## config.mk

```make
export PLATFORM = sky130hd
export DESIGN_NAME = sys_clk_select
export DESIGN_NICKNAME = d
export VERILOG_FILES = /design/src/clk_sel_pkg.sv /design/src/sys_clk_select.sv
export SDC_FILE = /design/constraint.sdc
export NUM_CORES = 1
export LEC_CHECK = 0
export BUFFER_PORTS_ARGS = -buffer_cell sky130_fd_sc_hd__buf_2
export CORE_MARGIN = 1.5
export CORE_UTILIZATION = 30
export CTS_CLUSTER_DIAMETER = 80
export CTS_CLUSTER_SIZE = 16
export DETAILED_ROUTE_END_ITERATION = 12
export GPL_TIMING_DRIVEN = 1
export PLACE_DENSITY = 0.49
export SYNTH_ARGS = -nofsm -noshare
export SYNTH_HDL_FRONTEND = slang
export SYNTH_SLANG_ARGS = --single-unit
```

## constraint.sdc

```tcl
create_clock -name clk -period 6.78 [get_ports clk]
set_clock_uncertainty 0.1 [all_clocks]
set_input_delay 0.339 -clock clk [delete_from_list [all_inputs] [get_ports clk]]
set_output_delay 0.339 -clock clk [all_outputs]
set_load 0.03 [all_outputs]
```

## src/clk_sel_pkg.sv

```systemverilog
/*
   Constants for the system clock source selector: register map, field
   positions, reset values, switch states and crystal start-up counts.
   Assumes a 32-bit AXI4-Lite register bus and byte addresses.
*/
package clk_sel_pkg;
   localparam logic [7:0] SYS_CLK_CTRL_OFS = 8'h00;
   localparam logic [7:0] FAST_RC_CTRL_OFS = 8'h04;
   localparam logic [7:0] SLOW_XTAL_CTRL_OFS = 8'h08;
   localparam logic [7:0] PIN_SHARE_OFS = 8'h0C;
   localparam logic [7:0] CLK_STATUS_OFS = 8'h10;
   localparam int CKS_LSB = 5;
   localparam int HSEL_BIT = 3;
   localparam int LSEL_BIT = 2;
   localparam int HIDLE_BIT = 1;
   localparam int LIDLE_BIT = 0;
   localparam int FRC_FREQ_LSB = 2;
   localparam int FRC_STABLE_BIT = 1;
   localparam int FRC_EN_BIT = 0;
   localparam int SX_SPEEDUP_BIT = 2;
   localparam int SX_READY_BIT = 1;
   localparam int SX_EN_BIT = 0;
   localparam int PIN_GPIO_BIT = 0;
   localparam int ST_BUSY_BIT = 4;
   localparam int ST_MISMATCH_BIT = 1;
   localparam int ST_SX_READY_BIT = 0;
   localparam logic [2:0] CKS_SLOW = 3'h7;
   localparam logic [2:0] CKS_DIV1 = 3'h0;
   localparam logic [7:0] SYS_CLK_CTRL_RST = 8'h00;
   localparam logic [1:0] FRC_FREQ_RST = 2'h0;
   localparam logic FRC_EN_RST = 1'b1;
   localparam int OSC_FAST_RC = 0;
   localparam int OSC_FAST_XTAL = 1;
   localparam int OSC_SLOW_RC = 2;
   localparam int OSC_SLOW_XTAL = 3;
   localparam logic [1:0] RESP_OKAY = 2'h0;
   localparam logic [1:0] RESP_SLVERR = 2'h2;
   localparam logic [15:0] XTAL_SU_FAST = 16'h0400;
   localparam logic [15:0] XTAL_SU_SLOW = 16'h2000;
   typedef enum logic [1:0] {SW_RUN = 2'h0, SW_DRAIN = 2'h1, SW_PARK = 2'h3} sw_state_e;
endpackage

```

## src/sys_clk_select.sv

```systemverilog
/*
   System clock source selector with AXI4-Lite control registers.
   The four oscillator outputs arrive asynchronously and are sampled by clk,
   which must run well above twice the fastest oscillator; the generated
   clocks are registered copies at clk resolution.
*/
// The AXI4-Lite interface to the registers and the address map were chosen for this implementation.
`timescale 1ns/1ps
module sys_clk_select #(
   parameter int ADDR_W = 8,
   parameter logic [15:0] SU_FAST = clk_sel_pkg::XTAL_SU_FAST,
   parameter logic [15:0] SU_SLOW = clk_sel_pkg::XTAL_SU_SLOW
) (
   input wire logic clk, // 250 MHz clock
   input wire logic rst, // asynchronous reset
   input wire logic [ADDR_W-1:0] s_axi_awaddr, // write address
   input wire logic s_axi_awvalid, // write address valid
   output logic s_axi_awready, // write address ready
   input wire logic [31:0] s_axi_wdata, // write data
   input wire logic [3:0] s_axi_wstrb, // write strobes
   input wire logic s_axi_wvalid, // write data valid
   output logic s_axi_wready, // write data ready
   output logic [1:0] s_axi_bresp, // write response
   output logic s_axi_bvalid, // write response valid
   input wire logic s_axi_bready, // write response ready
   input wire logic [ADDR_W-1:0] s_axi_araddr, // read address
   input wire logic s_axi_arvalid, // read address valid
   output logic s_axi_arready, // read address ready
   output logic [31:0] s_axi_rdata, // read data
   output logic [1:0] s_axi_rresp, // read response
   output logic s_axi_rvalid, // read data valid
   input wire logic s_axi_rready, // read data ready
   input wire logic [3:0] osc_in, // raw oscillator outputs
   input wire logic [1:0] fast_rc_cfg, // non-volatile frequency option
   output logic sys_clk_out, // selected system clock
   output logic wdt_clk_out, // watchdog clock
   output logic tb_clk_out, // time base clock
   output logic [1:0] fast_rc_freq_out, // configured fast RC frequency
   output logic [1:0] fast_rc_freq_select, // software frequency field
   output logic fast_rc_enable_out, // fast RC run
   output logic slow_xtal_enable, // slow crystal run
   output logic slow_xtal_speedup, // slow crystal speed-up mode
   output logic slow_xtal_pins_gpio // slow crystal pins freed for I/O
);
   logic awready_ff, wready_ff, bvalid_ff, arready_ff, rvalid_ff;
   logic [1:0] bresp_ff, rresp_ff;
   logic [31:0] rdata_ff;
   logic aw_hold_ff, w_hold_ff;
   logic [ADDR_W-1:0] aw_addr_ff;
   logic [7:0] w_data_ff;
   logic w_strb_ff;
   logic nxt_awready, nxt_wready, nxt_bvalid, nxt_arready, nxt_rvalid;
   logic [1:0] nxt_bresp, nxt_rresp;
   logic [31:0] nxt_rdata;
   logic nxt_aw_hold, nxt_w_hold;
   logic [ADDR_W-1:0] nxt_aw_addr;
   logic [7:0] nxt_w_data;
   logic nxt_w_strb;
   logic wr_fire, rd_fire;
   logic [7:0] rd_byte;
   logic rd_hit;
   logic [2:0] cks_ff, nxt_cks;
   logic hsel_ff, lsel_ff, hidle_ff, lidle_ff;
   logic nxt_hsel, nxt_lsel, nxt_hidle, nxt_lidle;
   logic [1:0] frc_sel_ff, nxt_frc_sel;
   logic frc_en_ff, nxt_frc_en;
   logic sx_en_ff, sx_sp_ff, pin_req_ff;
   logic nxt_sx_en, nxt_sx_sp, nxt_pin_req;
   logic sx_locked;
   logic [3:0] osc_meta_ff, osc_sync_ff, osc_prev_ff;
   logic [1:0] cfg_meta_ff, cfg_sync_ff, cfg_ff, nxt_cfg;
   logic cfg_done_ff, nxt_cfg_done;
   logic [1:0] cfg_age_ff, nxt_cfg_age;
   logic [15:0] su_cnt_ff, nxt_su_cnt;
   logic sx_ready_ff, nxt_sx_ready;
   logic [15:0] su_limit;
   logic pin_gpio_ff, nxt_pin_gpio;
   clk_sel_pkg::sw_state_e sw_ff, nxt_sw;
   logic [2:0] act_cks_ff, nxt_act_cks;
   logic act_hsel_ff, act_lsel_ff, nxt_act_hsel, nxt_act_lsel;
   logic [5:0] div_ff, nxt_div;
   logic fh, fh_prev, fsub, cand;
   logic sys_ff, nxt_sys, wdt_ff, tb_ff;

   assign s_axi_awready = awready_ff;
   assign s_axi_wready = wready_ff;
   assign s_axi_bvalid = bvalid_ff;
   assign s_axi_bresp = bresp_ff;
   assign s_axi_arready = arready_ff;
   assign s_axi_rvalid = rvalid_ff;
   assign s_axi_rdata = rdata_ff;
   assign s_axi_rresp = rresp_ff;
   assign sys_clk_out = sys_ff;
   assign wdt_clk_out = wdt_ff;
   assign tb_clk_out = tb_ff;
   assign fast_rc_freq_out = cfg_ff;
   assign fast_rc_freq_select = frc_sel_ff;
   assign fast_rc_enable_out = frc_en_ff;
   assign slow_xtal_enable = sx_en_ff;
   assign slow_xtal_speedup = sx_sp_ff;
   assign slow_xtal_pins_gpio = pin_gpio_ff;

   // Bus slave: address and data are held until both are present.
   always_comb
   begin
      nxt_aw_hold = aw_hold_ff;
      nxt_aw_addr = aw_addr_ff;
      nxt_w_hold = w_hold_ff;
      nxt_w_data = w_data_ff;
      nxt_w_strb = w_strb_ff;
      nxt_bvalid = bvalid_ff;
      nxt_bresp = bresp_ff;
      nxt_rvalid = rvalid_ff;
      nxt_rresp = rresp_ff;
      nxt_rdata = rdata_ff;
      wr_fire = aw_hold_ff && w_hold_ff && !bvalid_ff;
      rd_fire = s_axi_arvalid && arready_ff;
      if (s_axi_awvalid && awready_ff)
      begin
         nxt_aw_hold = 1'b1;
         nxt_aw_addr = s_axi_awaddr;
      end
      if (s_axi_wvalid && wready_ff)
      begin
         nxt_w_hold = 1'b1;
         nxt_w_data = s_axi_wdata[7:0];
         nxt_w_strb = s_axi_wstrb[0];
      end
      if (bvalid_ff && s_axi_bready)
      begin
         nxt_bvalid = 1'b0;
      end
      if (wr_fire)
      begin
         nxt_aw_hold = 1'b0;
         nxt_w_hold = 1'b0;
         nxt_bvalid = 1'b1;
         nxt_bresp = (aw_addr_ff > clk_sel_pkg::CLK_STATUS_OFS || aw_addr_ff[1:0] != 2'h0)
            ? clk_sel_pkg::RESP_SLVERR : clk_sel_pkg::RESP_OKAY;
      end
      rd_hit = 1'b1;
      case (s_axi_araddr)
         clk_sel_pkg::SYS_CLK_CTRL_OFS:
            rd_byte = {cks_ff, 1'b0, hsel_ff, lsel_ff, hidle_ff, lidle_ff};
         clk_sel_pkg::FAST_RC_CTRL_OFS:
            rd_byte = {4'h0, frc_sel_ff, frc_en_ff, frc_en_ff};
         clk_sel_pkg::SLOW_XTAL_CTRL_OFS:
            rd_byte = {5'h00, sx_sp_ff, sx_ready_ff, sx_en_ff};
         clk_sel_pkg::PIN_SHARE_OFS:
            rd_byte = {7'h00, pin_req_ff};
         clk_sel_pkg::CLK_STATUS_OFS:
            rd_byte = {act_cks_ff, sw_ff != clk_sel_pkg::SW_RUN, act_hsel_ff, act_lsel_ff,
               frc_sel_ff != cfg_ff, sx_ready_ff};
         default:
         begin
            rd_byte = 8'h00;
            rd_hit = 1'b0;
         end
      endcase
      if (rvalid_ff && s_axi_rready)
      begin
         nxt_rvalid = 1'b0;
      end
      if (rd_fire)
      begin
         nxt_rvalid = 1'b1;
         nxt_rdata = {24'h000000, rd_byte};
         nxt_rresp = rd_hit ? clk_sel_pkg::RESP_OKAY : clk_sel_pkg::RESP_SLVERR;
      end
      nxt_awready = !nxt_aw_hold && !nxt_bvalid;
      nxt_wready = !nxt_w_hold && !nxt_bvalid;
      nxt_arready = !nxt_rvalid;
   end

   always_ff @(posedge clk or posedge rst)
   begin
      if (rst)
      begin
         awready_ff <= 1'b0;
         wready_ff <= 1'b0;
         arready_ff <= 1'b0;
         aw_hold_ff <= 1'b0;
         aw_addr_ff <= '0;
         w_hold_ff <= 1'b0;
         w_data_ff <= 8'h00;
         w_strb_ff <= 1'b0;
         bvalid_ff <= 1'b0;
         bresp_ff <= 2'h0;
         rvalid_ff <= 1'b0;
         rresp_ff <= 2'h0;
         rdata_ff <= 32'h00000000;
      end
      else
      begin
         awready_ff <= nxt_awready;
         wready_ff <= nxt_wready;
         arready_ff <= nxt_arready;
         aw_hold_ff <= nxt_aw_hold;
         aw_addr_ff <= nxt_aw_addr;
         w_hold_ff <= nxt_w_hold;
         w_data_ff <= nxt_w_data;
         w_strb_ff <= nxt_w_strb;
         bvalid_ff <= nxt_bvalid;
         bresp_ff <= nxt_bresp;
         rvalid_ff <= nxt_rvalid;
         rresp_ff <= nxt_rresp;
         rdata_ff <= nxt_rdata;
      end
   end

   // Control registers, slow crystal start-up and pin sharing.
   always_comb
   begin
      nxt_cks = cks_ff;
      nxt_hsel = hsel_ff;
      nxt_lsel = lsel_ff;
      nxt_hidle = hidle_ff;
      nxt_lidle = lidle_ff;
      nxt_frc_sel = frc_sel_ff;
      nxt_frc_en = frc_en_ff;
      nxt_sx_en = sx_en_ff;
      nxt_sx_sp = sx_sp_ff;
      nxt_pin_req = pin_req_ff;
      sx_locked = cks_ff == clk_sel_pkg::CKS_SLOW && lsel_ff;
      if (wr_fire && w_strb_ff)
      begin
         case (aw_addr_ff)
            clk_sel_pkg::SYS_CLK_CTRL_OFS:
            begin
               nxt_cks = w_data_ff[clk_sel_pkg::CKS_LSB +: 3];
               nxt_hsel = w_data_ff[clk_sel_pkg::HSEL_BIT];
               nxt_lsel = w_data_ff[clk_sel_pkg::LSEL_BIT];
               nxt_hidle = w_data_ff[clk_sel_pkg::HIDLE_BIT];
               nxt_lidle = w_data_ff[clk_sel_pkg::LIDLE_BIT];
            end
            clk_sel_pkg::FAST_RC_CTRL_OFS:
            begin
               nxt_frc_sel = w_data_ff[clk_sel_pkg::FRC_FREQ_LSB +: 2];
               nxt_frc_en = w_data_ff[clk_sel_pkg::FRC_EN_BIT];
            end
            clk_sel_pkg::SLOW_XTAL_CTRL_OFS:
            begin
               nxt_sx_en = w_data_ff[clk_sel_pkg::SX_EN_BIT];
               if (!sx_locked)
               begin
                  nxt_sx_sp = w_data_ff[clk_sel_pkg::SX_SPEEDUP_BIT];
               end
            end
            clk_sel_pkg::PIN_SHARE_OFS:
               nxt_pin_req = w_data_ff[clk_sel_pkg::PIN_GPIO_BIT];
            default:
               nxt_pin_req = pin_req_ff;
         endcase
      end
      // Low power mode only stretches the wait; the oscillator runs either way.
      su_limit = sx_sp_ff ? SU_FAST : SU_SLOW;
      nxt_su_cnt = su_cnt_ff;
      nxt_sx_ready = sx_ready_ff;
      if (!sx_en_ff)
      begin
         nxt_su_cnt = 16'h0000;
         nxt_sx_ready = 1'b0;
      end
      else if (!sx_ready_ff && osc_sync_ff[clk_sel_pkg::OSC_SLOW_XTAL]
         && !osc_prev_ff[clk_sel_pkg::OSC_SLOW_XTAL])
      begin
         nxt_su_cnt = su_cnt_ff + 16'h0001;
         nxt_sx_ready = nxt_su_cnt >= su_limit;
      end
      nxt_pin_gpio = pin_req_ff && !sx_en_ff && !lsel_ff;
      nxt_cfg = cfg_done_ff ? cfg_ff : cfg_sync_ff;
      // Reset clears the synchroniser, so the option is frozen only once it has passed both stages.
      nxt_cfg_age = (cfg_age_ff == 2'h2) ? cfg_age_ff : cfg_age_ff + 2'h1;
      nxt_cfg_done = cfg_done_ff || cfg_age_ff == 2'h2;
   end

   always_ff @(posedge clk or posedge rst)
   begin
      if (rst)
      begin
         cks_ff <= clk_sel_pkg::SYS_CLK_CTRL_RST[clk_sel_pkg::CKS_LSB +: 3];
         hsel_ff <= clk_sel_pkg::SYS_CLK_CTRL_RST[clk_sel_pkg::HSEL_BIT];
         lsel_ff <= clk_sel_pkg::SYS_CLK_CTRL_RST[clk_sel_pkg::LSEL_BIT];
         hidle_ff <= clk_sel_pkg::SYS_CLK_CTRL_RST[clk_sel_pkg::HIDLE_BIT];
         lidle_ff <= clk_sel_pkg::SYS_CLK_CTRL_RST[clk_sel_pkg::LIDLE_BIT];
         frc_sel_ff <= clk_sel_pkg::FRC_FREQ_RST;
         frc_en_ff <= clk_sel_pkg::FRC_EN_RST;
         sx_en_ff <= 1'b0;
         sx_sp_ff <= 1'b0;
         pin_req_ff <= 1'b0;
         su_cnt_ff <= 16'h0000;
         sx_ready_ff <= 1'b0;
         pin_gpio_ff <= 1'b0;
         osc_meta_ff <= 4'h0;
         osc_sync_ff <= 4'h0;
         osc_prev_ff <= 4'h0;
         cfg_meta_ff <= 2'h0;
         cfg_sync_ff <= 2'h0;
         cfg_ff <= 2'h0;
         cfg_done_ff <= 1'b0;
         cfg_age_ff <= 2'h0;
      end
      else
      begin
         cks_ff <= nxt_cks;
         hsel_ff <= nxt_hsel;
         lsel_ff <= nxt_lsel;
         hidle_ff <= nxt_hidle;
         lidle_ff <= nxt_lidle;
         frc_sel_ff <= nxt_frc_sel;
         frc_en_ff <= nxt_frc_en;
         sx_en_ff <= nxt_sx_en;
         sx_sp_ff <= nxt_sx_sp;
         pin_req_ff <= nxt_pin_req;
         su_cnt_ff <= nxt_su_cnt;
         sx_ready_ff <= nxt_sx_ready;
         pin_gpio_ff <= nxt_pin_gpio;
         osc_meta_ff <= osc_in;
         osc_sync_ff <= osc_meta_ff;
         osc_prev_ff <= osc_sync_ff;
         cfg_meta_ff <= fast_rc_cfg;
         cfg_sync_ff <= cfg_meta_ff;
         cfg_ff <= nxt_cfg;
         cfg_done_ff <= nxt_cfg_done;
         cfg_age_ff <= nxt_cfg_age;
      end
   end

   // Clock path: the output is parked low between the old and new source.
   always_comb
   begin
      fh = act_hsel_ff ? osc_sync_ff[clk_sel_pkg::OSC_FAST_XTAL]
         : osc_sync_ff[clk_sel_pkg::OSC_FAST_RC];
      fh_prev = act_hsel_ff ? osc_prev_ff[clk_sel_pkg::OSC_FAST_XTAL]
         : osc_prev_ff[clk_sel_pkg::OSC_FAST_RC];
      fsub = act_lsel_ff ? osc_sync_ff[clk_sel_pkg::OSC_SLOW_XTAL]
         : osc_sync_ff[clk_sel_pkg::OSC_SLOW_RC];
      nxt_div = (fh && !fh_prev) ? div_ff + 6'h01 : div_ff;
      case (act_cks_ff)
         clk_sel_pkg::CKS_DIV1: cand = fh;
         clk_sel_pkg::CKS_SLOW: cand = fsub;
         default: cand = div_ff[3'(act_cks_ff - 3'h1)];
      endcase
      nxt_sw = sw_ff;
      nxt_act_cks = act_cks_ff;
      nxt_act_hsel = act_hsel_ff;
      nxt_act_lsel = act_lsel_ff;
      case (sw_ff)
         clk_sel_pkg::SW_RUN:
            if ({cks_ff, hsel_ff, lsel_ff} != {act_cks_ff, act_hsel_ff, act_lsel_ff})
            begin
               nxt_sw = clk_sel_pkg::SW_DRAIN;
            end
         clk_sel_pkg::SW_DRAIN:
            // Waiting for a low phase keeps the last high pulse full width.
            if (!cand)
            begin
               nxt_sw = clk_sel_pkg::SW_PARK;
               nxt_act_cks = cks_ff;
               nxt_act_hsel = hsel_ff;
               nxt_act_lsel = lsel_ff;
            end
         clk_sel_pkg::SW_PARK:
            if (!cand)
            begin
               nxt_sw = clk_sel_pkg::SW_RUN;
            end
         default:
            nxt_sw = clk_sel_pkg::SW_RUN;
      endcase
      nxt_sys = (sw_ff == clk_sel_pkg::SW_PARK) ? 1'b0 : cand;
   end

   always_ff @(posedge clk or posedge rst)
   begin
      if (rst)
      begin
         sw_ff <= clk_sel_pkg::SW_RUN;
         act_cks_ff <= clk_sel_pkg::SYS_CLK_CTRL_RST[clk_sel_pkg::CKS_LSB +: 3];
         act_hsel_ff <= clk_sel_pkg::SYS_CLK_CTRL_RST[clk_sel_pkg::HSEL_BIT];
         act_lsel_ff <= clk_sel_pkg::SYS_CLK_CTRL_RST[clk_sel_pkg::LSEL_BIT];
         div_ff <= 6'h00;
         sys_ff <= 1'b0;
         wdt_ff <= 1'b0;
         tb_ff <= 1'b0;
      end
      else
      begin
         sw_ff <= nxt_sw;
         act_cks_ff <= nxt_act_cks;
         act_hsel_ff <= nxt_act_hsel;
         act_lsel_ff <= nxt_act_lsel;
         div_ff <= nxt_div;
         sys_ff <= nxt_sys;
         wdt_ff <= osc_sync_ff[clk_sel_pkg::OSC_SLOW_RC];
         tb_ff <= fsub;
      end
   end

   park_low_a: assert property (@(posedge clk) disable iff (rst)
      sw_ff == clk_sel_pkg::SW_PARK |=> !sys_ff)
      else $error("system clock not parked low during switch");
   drain_exit_a: assert property (@(posedge clk) disable iff (rst)
      sw_ff == clk_sel_pkg::SW_DRAIN && !cand |=> sw_ff == clk_sel_pkg::SW_PARK)
      else $error("switch did not park on low phase");
   mode_lock_a: assert property (@(posedge clk) disable iff (rst)
      sx_locked && wr_fire |=> $stable(sx_sp_ff))
      else $error("slow crystal mode changed while locked");
   xtal_stop_a: assert property (@(posedge clk) disable iff (rst)
      !sx_en_ff |=> !sx_ready_ff)
      else $error("slow crystal ready while disabled");
   slow_src_a: assert property (@(posedge clk) disable iff (rst)
      sw_ff == clk_sel_pkg::SW_RUN && act_cks_ff == clk_sel_pkg::CKS_SLOW && !act_lsel_ff
      |=> sys_ff == $past(osc_sync_ff[clk_sel_pkg::OSC_SLOW_RC]))
      else $error("slow RC not routed to system clock");
   fast_src_a: assert property (@(posedge clk) disable iff (rst)
      sw_ff == clk_sel_pkg::SW_RUN && act_cks_ff == clk_sel_pkg::CKS_DIV1 && act_hsel_ff
      |=> sys_ff == $past(osc_sync_ff[clk_sel_pkg::OSC_FAST_XTAL]))
      else $error("fast crystal not routed to system clock");
   pin_free_a: assert property (@(posedge clk) disable iff (rst)
      sx_en_ff |=> !pin_gpio_ff)
      else $error("crystal pins freed while crystal enabled");
   cfg_hold_a: assert property (@(posedge clk) disable iff (rst)
      cfg_done_ff |=> $stable(cfg_ff))
      else $error("fast RC option changed at run time");
   wdt_route_a: assert property (@(posedge clk) disable iff (rst)
      ##1 1'b1 |-> wdt_ff == $past(osc_sync_ff[clk_sel_pkg::OSC_SLOW_RC]))
      else $error("watchdog clock not from slow RC");
endmodule

```

==> flow_metrics.py, run 1 <==
metrics = {
    "setup_path": {
        "start_kind": "flop",
        "worstPathArrival_ns": 2.63,
        "crit_type": "flop to flop",
        "cp-end-kind": "flop",
        "cp_data_required_time_ns": 6.92,
        "cp_max_fo": 7,
    },
    "power": {
        "cellPowerDensity_nw_per_um2": 299,
        "power.leakage_nw": 2.53,
        "p_total_mw": 1.64,
        "max-vdd-ir-drop_uv": 180,
    },
    "cts": {
        "cts.sinks": 100,
        "cts_root_buffer": "clkbuf_16",
        "cts_hold_buf": 7,
        "htreeDepth": 3,
        "cts_tree": "done",
        "cts_resized": 0,
        "clock_latency_ns": 0.35,
        "clk_path_buf_depth": 2,
        "cts-buffers-inserted": 9,
        "postCtsSetupBuffers": 0,
        "path_clk_slew_ns": 0.07,
    },
    "placement": {
        "io_buffers": 62,
        "dpl_cell_area_um2": 5130,
        "place_congestion": 0.756,
        "hpwl_um": 6490,
    },
    "synthesis": {
        "synth.avg_cell_area_um2": 11.6,
        "yosysWarnings": 0,
        "synth.ff_latch_count": 100,
        "synth-async-reset-ratio_pct": 100,
        "seq_area_frac_synth_pct": 53.3,
        "synthesis.area_um2": 4690,
        "ys_types": 51,
        "netlist_instances": 406,
        "synth_edf_count": 0,
        "synth_ff_type": "dfrtp_1",
    },
    "final_layout": {
        "layout.nets": 548,
        "drive_above_1_share_pct": 26.7,
        "final_common_cell": "dfrtp_1",
        "final_cell_mix": "dfrtp_1, buf_2, mux2_2",
        "fillerInstances": 1484,
        "synthToLayoutAreaGrowth_pct": 16.9,
        "final_area_um2": 5490,
    },
    "timing": {
        "tns_ns": 0,
        "max_slew_margin_pct": 50.0,
        "post-route-period-util_pct": 36.7,
        "hold_slack_ns": 0.0809,
        "drv_slew": 0,
        "finalCriticalPeriod_ns": 2.49,
        "setup_viol": 0,
        "max_freq_mhz": 401,
        "timing_worst_slew_pin_value_ns": 0.749,
        "finalHoldViolations": 0,
        "rsz0062_at_grt": "no",
    },
    "hold_path": {
        "hold_path.class": "input pin to flop",
    },
    "die": {
        "start_util_pct": 30.8,
        "num_rows": 45,
        "core_area_um2": 15300,
        "die_area_um2": 16400,
        "fp.dieW_um": 128,
        "die_y_um": 128,
        "ios": 117,
    },
    "route": {
        "drt_iter0_markers": 207,
        "wl_met1_um": 4200,
        "first_pass_iters": 4,
        "routed_wl_um": 9030,
        "ant_nets": 0,
        "wl_met3_um": 555,
        "via_count": 3052,
        "drc": 0,
        "viasPerCell": 4.41,
        "routed.top_layer": "met4",
        "wire_per_inst_um": 13.1,
        "met2WireLength_um": 4190,
    },
    "run_status": {
        "status": "finished clean",
    },
    "global_route": {
        "overflow": 0,
        "grt_pass1_wl_um": 15100,
        "grt_pass1_vias": 2980,
        "antenna_found_initial": 0,
        "grtUsageTotal_pct": 11.8,
        "grt_max_degree": 61,
    },
    "job": {
        "drv_cap": 0,
    },
}
==> where the power goes <==
group / switching [mW] / internal, mW / leakage (nW)
Clock: 0.238 / 0.256 / 0.133
Sequential: 0.0987 / 0.707 / 1.27
Combinational: 0.181 / 0.158 / 1.13
Total: 0.518 / 1.12 / 2.53
==> per-stage QoR <==
step	worst slack [ns]	util, %	std cells
after floorplan	3.72	-	431
after global placement	4.29	33.6	668
after detailed placement	4.27	33.6	668
after CTS	4.26	35.9	691
after global routing	4.03	35.9	691
final	4.29	36.0	692
==> cells in the mapped netlist (all sizes together), types with 7 or more instances <==
cell type | number | area [um^2]
nand3 | 8 | 40.0
mux2i | 11 | 110
and2 | 17 | 106
dfrtp | 99 | 2480
nand4 | 10 | 62.6
nor2 | 18 | 67.6
xnor2 | 22 | 193
ha | 8 | 100
clkbuf | 9 | 35.0
xor2 | 8 | 70.1
a21oi | 7 | 35.0
o21ai | 17 | 88.8
inv | 12 | 45.0
mux2 | 39 | 439
nand2 | 31 | 116
buf | 29 | 215
==> worst max-delay path, cell delays in order (launching register included) <==
cell and delay (ns):
dfrtp_1 0.52, inv_1 0.11, ha_1 0.33, mux4_2 0.30, o21ai_2 0.13, a31oi_2 0.17, nor3b_4 0.35, mux2_2 0.37
==> sequential cells by signal, summed over array words and instances (netlist names), 3 cells and up <==
register,cells
su_cnt_ff,16
osc_meta_ff,4
osc_prev_ff,4
cks_ff,3
div_ff,6
s_axi_rdata,8
w_data_ff,7
act_cks_ff,3
osc_sync_ff,4
aw_addr_ff,8
==> worst paths after layout <==
check,cells past startpoint,slack [ns],endpoint,from
setup / recovery,7,4.29,act_cks_ff[1],act_cks_ff[0]
hold / removal,2,0.08,s_axi_wready,s_axi_wvalid
setup reg to reg,7,4.29,act_cks_ff[1],act_cks_ff[0]
hold reg to reg,0,0.25,osc_sync_ff[0],osc_meta_ff[0]
min in group asynchronous,3,0.47,slow_xtal_pins_gpio,rst
max in group asynchronous,4,4.97,div_ff[3],rst
==> cell type report <==
class	instances	area [um^2]	area share, %
Clock inverter	6	55.1	1.00
Clock buffer	10	229	4.17
Antenna cell	1	2.50	0.0456
Multi-Input combinational cell	281	1990	36.3
Tap cell	211	264	4.81
Timing Repair Buffer	71	395	7.21
Inverter	12	47.5	0.867
Sequential cell	100	2500	45.6
==> routing by layer <==
| layer | global-route usage, % | up-vias |
|---|---|---|
| met4 | 3.17 | 0 |
| met5 | 0 | - |
| met3 | 4.97 | 5 |
| li1 | - | 1490 |
| met2 | 18.2 | 74 |
| met1 | 15.3 | 1483 |
==> logic make-up (layout without fill, tap and decap cells) <==
group                      Yosys count  after routing  synth area share (%)
DFF                                100            100                  53.3
other                                1             27                0.0799
and+or+nand+nor                    118            118                  13.7
adders and majority gates            8              8                  2.13
buffers and inverters               50             99                  6.29
xor gates and xnor gates            30             30                  5.60
muxes                               51             51                  12.2
AOI/OAI and AO/OA                   48             48                  6.66
(Power assumes the default switching activity.)
==> run 2, diff against run 1 <==
--- a/config.mk
+++ b/config.mk
@@ -12,7 +12,7 @@
 export CTS_CLUSTER_SIZE = 16
 export DETAILED_ROUTE_END_ITERATION = 12
 export GPL_TIMING_DRIVEN = 1
-export PLACE_DENSITY = 0.49
+export PLACE_DENSITY = 0.51
 export SYNTH_ARGS = -nofsm -noshare
 export SYNTH_HDL_FRONTEND = slang
 export SYNTH_SLANG_ARGS = --single-unit
==> constraint.sdc (replaced) <==
create_clock -name clk -period 2.08 [get_ports clk]
set_clock_uncertainty 0.1 [all_clocks]
set_input_delay 0.104 -clock clk [delete_from_list [all_inputs] [get_ports clk]]
set_output_delay 0.104 -clock clk [all_outputs]
set_load 0.03 [all_outputs]
==> run 2 against run 1 <==
The flow now finishes with violations (setup timing). Register-to-register slack worse by 4.4 ns. Global-route usage is 1.3 points higher. Clock power grew to 3.5 times the previous value. Non-clock buffer count is 61 higher. First-iteration DRC count is 43% lower. Design area is 12% higher. Critical path depth is 1 higher. Flip-flop and latch count stayed put. Combinational power grew to 4.2 times the previous value. Via count is 8.2% higher. Maximum frequency is 14% higher. Sequential share of layout area is 4.8 points lower. Critical path type unchanged. Largest cell class unchanged. Highest routed layer unchanged.
==> flow_metrics.py, run 2 (synthesized netlist as in run 1, its figures left out) <==
metrics = {
    "run_status": {
        "status": "finished, violations left",
        "violations": "setup timing",
    },
    "hold_path": {
        "holdPathStages": 4,
        "min_from": "s_axi_araddr[0]",
        "hold_path.class": "input pin to flop",
        "min_to": "s_axi_rdata[4]",
    },
    "timing": {
        "max_freq_mhz": 459,
        "post-route-period-util_pct": 105,
        "tns_ns": -0.493,
        "timing_worst_slew_pin_value_ns": 0.612,
        "finalHoldViolations": 0,
        "finalCriticalPeriod_ns": 2.18,
        "rsz0062_at_grt": "yes",
        "worst_slack_ns": -0.0965,
        "setup_viol": 6,
        "max_slew_margin_pct": 59.1,
        "drv_slew": 0,
    },
    "power": {
        "power.leakage_nw": 2.85,
        "p_total_mw": 5.74,
        "max-vdd-ir-drop_uv": 551,
        "cellPowerDensity_nw_per_um2": 937,
        "pwr-share-clk_pct": 29.9,
        "swShare_pct": 30.3,
        "pwr-share-comb_pct": 25.0,
        "internal_power_mw": 4.00,
        "p_seq_share_pct": 45.2,
        "power_switching_mw": 1.74,
    },
    "cts": {
        "cts_root_buffer": "clkbuf_16",
        "clock_latency_ns": 0.35,
        "cts-buffers-inserted": 9,
        "htreeDepth": 3,
        "clk_path_buf_depth": 2,
        "cts.sinks": 100,
        "path_clk_slew_ns": 0.07,
        "cts_tree": "done",
    },
    "route": {
        "routed_wl_um": 9830,
        "viasPerCell": 4.39,
        "wl_met1_um": 4830,
        "wl_met3_um": 423,
        "first_pass_iters": 4,
        "wire_per_inst_um": 13.1,
        "routed.top_layer": "met4",
        "via_count": 3302,
        "drt_iter0_markers": 119,
        "drc": 0,
        "ant_nets": 0,
        "met2WireLength_um": 4500,
    },
    "setup_path": {
        "critical_path.cell_chain": "inv_4, ha_4, mux4_2, o21ai_2, a31oi_4, nor3b_4, buf_6, mux2_4",
        "critical-path-max-stage-delay_ns": 0.41,
        "cp_max_fo": 3,
        "slowest_stage": "dfrtp_2",
        "cp_data_required_time_ns": 2.22,
        "reg2reg_to": "act_cks_ff[0]",
        "cp-end-kind": "flop",
        "crit_type": "flop to flop",
        "rrSetupSlack_ns": -0.1,
        "r2r-start": "act_cks_ff[0]",
        "worstPathArrival_ns": 2.32,
        "r2r_cells": 8,
        "start_kind": "flop",
    },
    "die": {
        "start_util_pct": 30.8,
        "num_rows": 45,
        "die_area_um2": 16400,
        "fp.dieW_um": 128,
        "ios": 117,
        "die_y_um": 128,
        "core_area_um2": 15300,
    },
    "placement": {
        "hpwl_um": 7060,
        "dp_slack_ns": -0.265,
        "place_congestion": 0.774,
        "place_inst": 703,
        "io_buffers": 62,
    },
    "final_layout": {
        "layout.nets": 609,
        "drive_above_1_share_pct": 33.7,
        "final_cell_mix": "dfrtp_1, buf_2, buf_4",
        "final_common_cell": "dfrtp_1",
        "fin_cells": 752,
        "synthToLayoutAreaGrowth_pct": 30.6,
        "fillerInstances": 1495,
        "largest_register_ffs": 16,
        "post-route-util_pct": 40.2,
        "top_register": "su_cnt_ff",
    },
    "global_route": {
        "grt_max_degree": 35,
        "overflow": 0,
        "grt_pass1_vias": 3276,
        "grtUsageTotal_pct": 13.1,
        "antenna_found_initial": 1,
        "grt_pass1_wl_um": 16600,
    },
    "job": {
        "drv_cap": 0,
    },
}
-- run 2: power by group through the flow --
stage                     Combinational [mW]  Sequential [mW]  Clock [mW]
after detailed placement                1.31             2.64           0
after floorplan                        0.830             2.70           0
after CTS                               1.41             2.60        1.78
after global routing                    1.57             2.66        1.85
after global placement                  1.28             2.63           0
final                                   1.43             2.59        1.71
-- run 2: routing by layer --
metal | GRT usage (%) | vias up
li1 | - | 1608
met1 | 17.3 | 1610
met2 | 20.3 | 76
met3 | 4.51 | 8
met4 | 4.16 | 0
met5 | 0 | -
-- run 2: worst max-delay path by stage --
stage                        startpoint            end  slack [ns]
after floorplan           act_cks_ff[0]  act_cks_ff[1]       -0.16
after global placement    act_cks_ff[0]  act_cks_ff[1]       -0.19
after detailed placement  act_cks_ff[0]    act_lsel_ff       -0.27
after CTS                 act_cks_ff[0]    act_lsel_ff       -0.09
after global routing      act_cks_ff[0]  act_cks_ff[1]       -0.19
final                     act_cks_ff[0]  act_cks_ff[0]        -0.1
-- run 2: critical path, delay by kind of cell (launching register included) --
| kind | cells | cell delay [ns] |
|---|---|---|
| multiplexers | 2 | 0.59 |
| adder cells (fa/ha/maj) | 1 | 0.25 |
| AND/OR/NAND/NOR | 1 | 0.23 |
| flip-flops | 1 | 0.41 |
| buffers and inverters | 2 | 0.20 |
| AO/OA/AOI/OAI | 2 | 0.29 |
-- run 2: final cells by class --
cell class / count / area, um^2 / share of cell area, %
flip-flops and latches: 100 / 2500 / 40.9
multi-input cells: 281 / 2070 / 33.7
repair buffers: 132 / 940 / 15.3
well taps: 211 / 264 / 4.31
clock buffers: 10 / 239 / 3.90
clock inverters: 5 / 60.1 / 0.980
inverters: 12 / 51.3 / 0.837
diodes: 1 / 2.50 / 0.0408
-- run 2: timing repair --
action	in CTS	in global routing
resized for setup	14	5
pin swaps	15	1
buffers inserted	4	2
hold buffers	27	0
cloned	0	0
endpoints found under the setup margin	9	10
endpoints found under the hold margin	49	0
-- run 2: through the flow --
step | instance area (um^2) | hold WS [ns]
6_report | 6130 | 0.0426
5_1_grt | 6130 | 0.0756
4_1_cts | 6100 | 0.0345
3_5_place_dp | 5450 | 0.113
3_3_place_gp | 5450 | 0.111
2_1_floorplan | 4830 | 0.0354
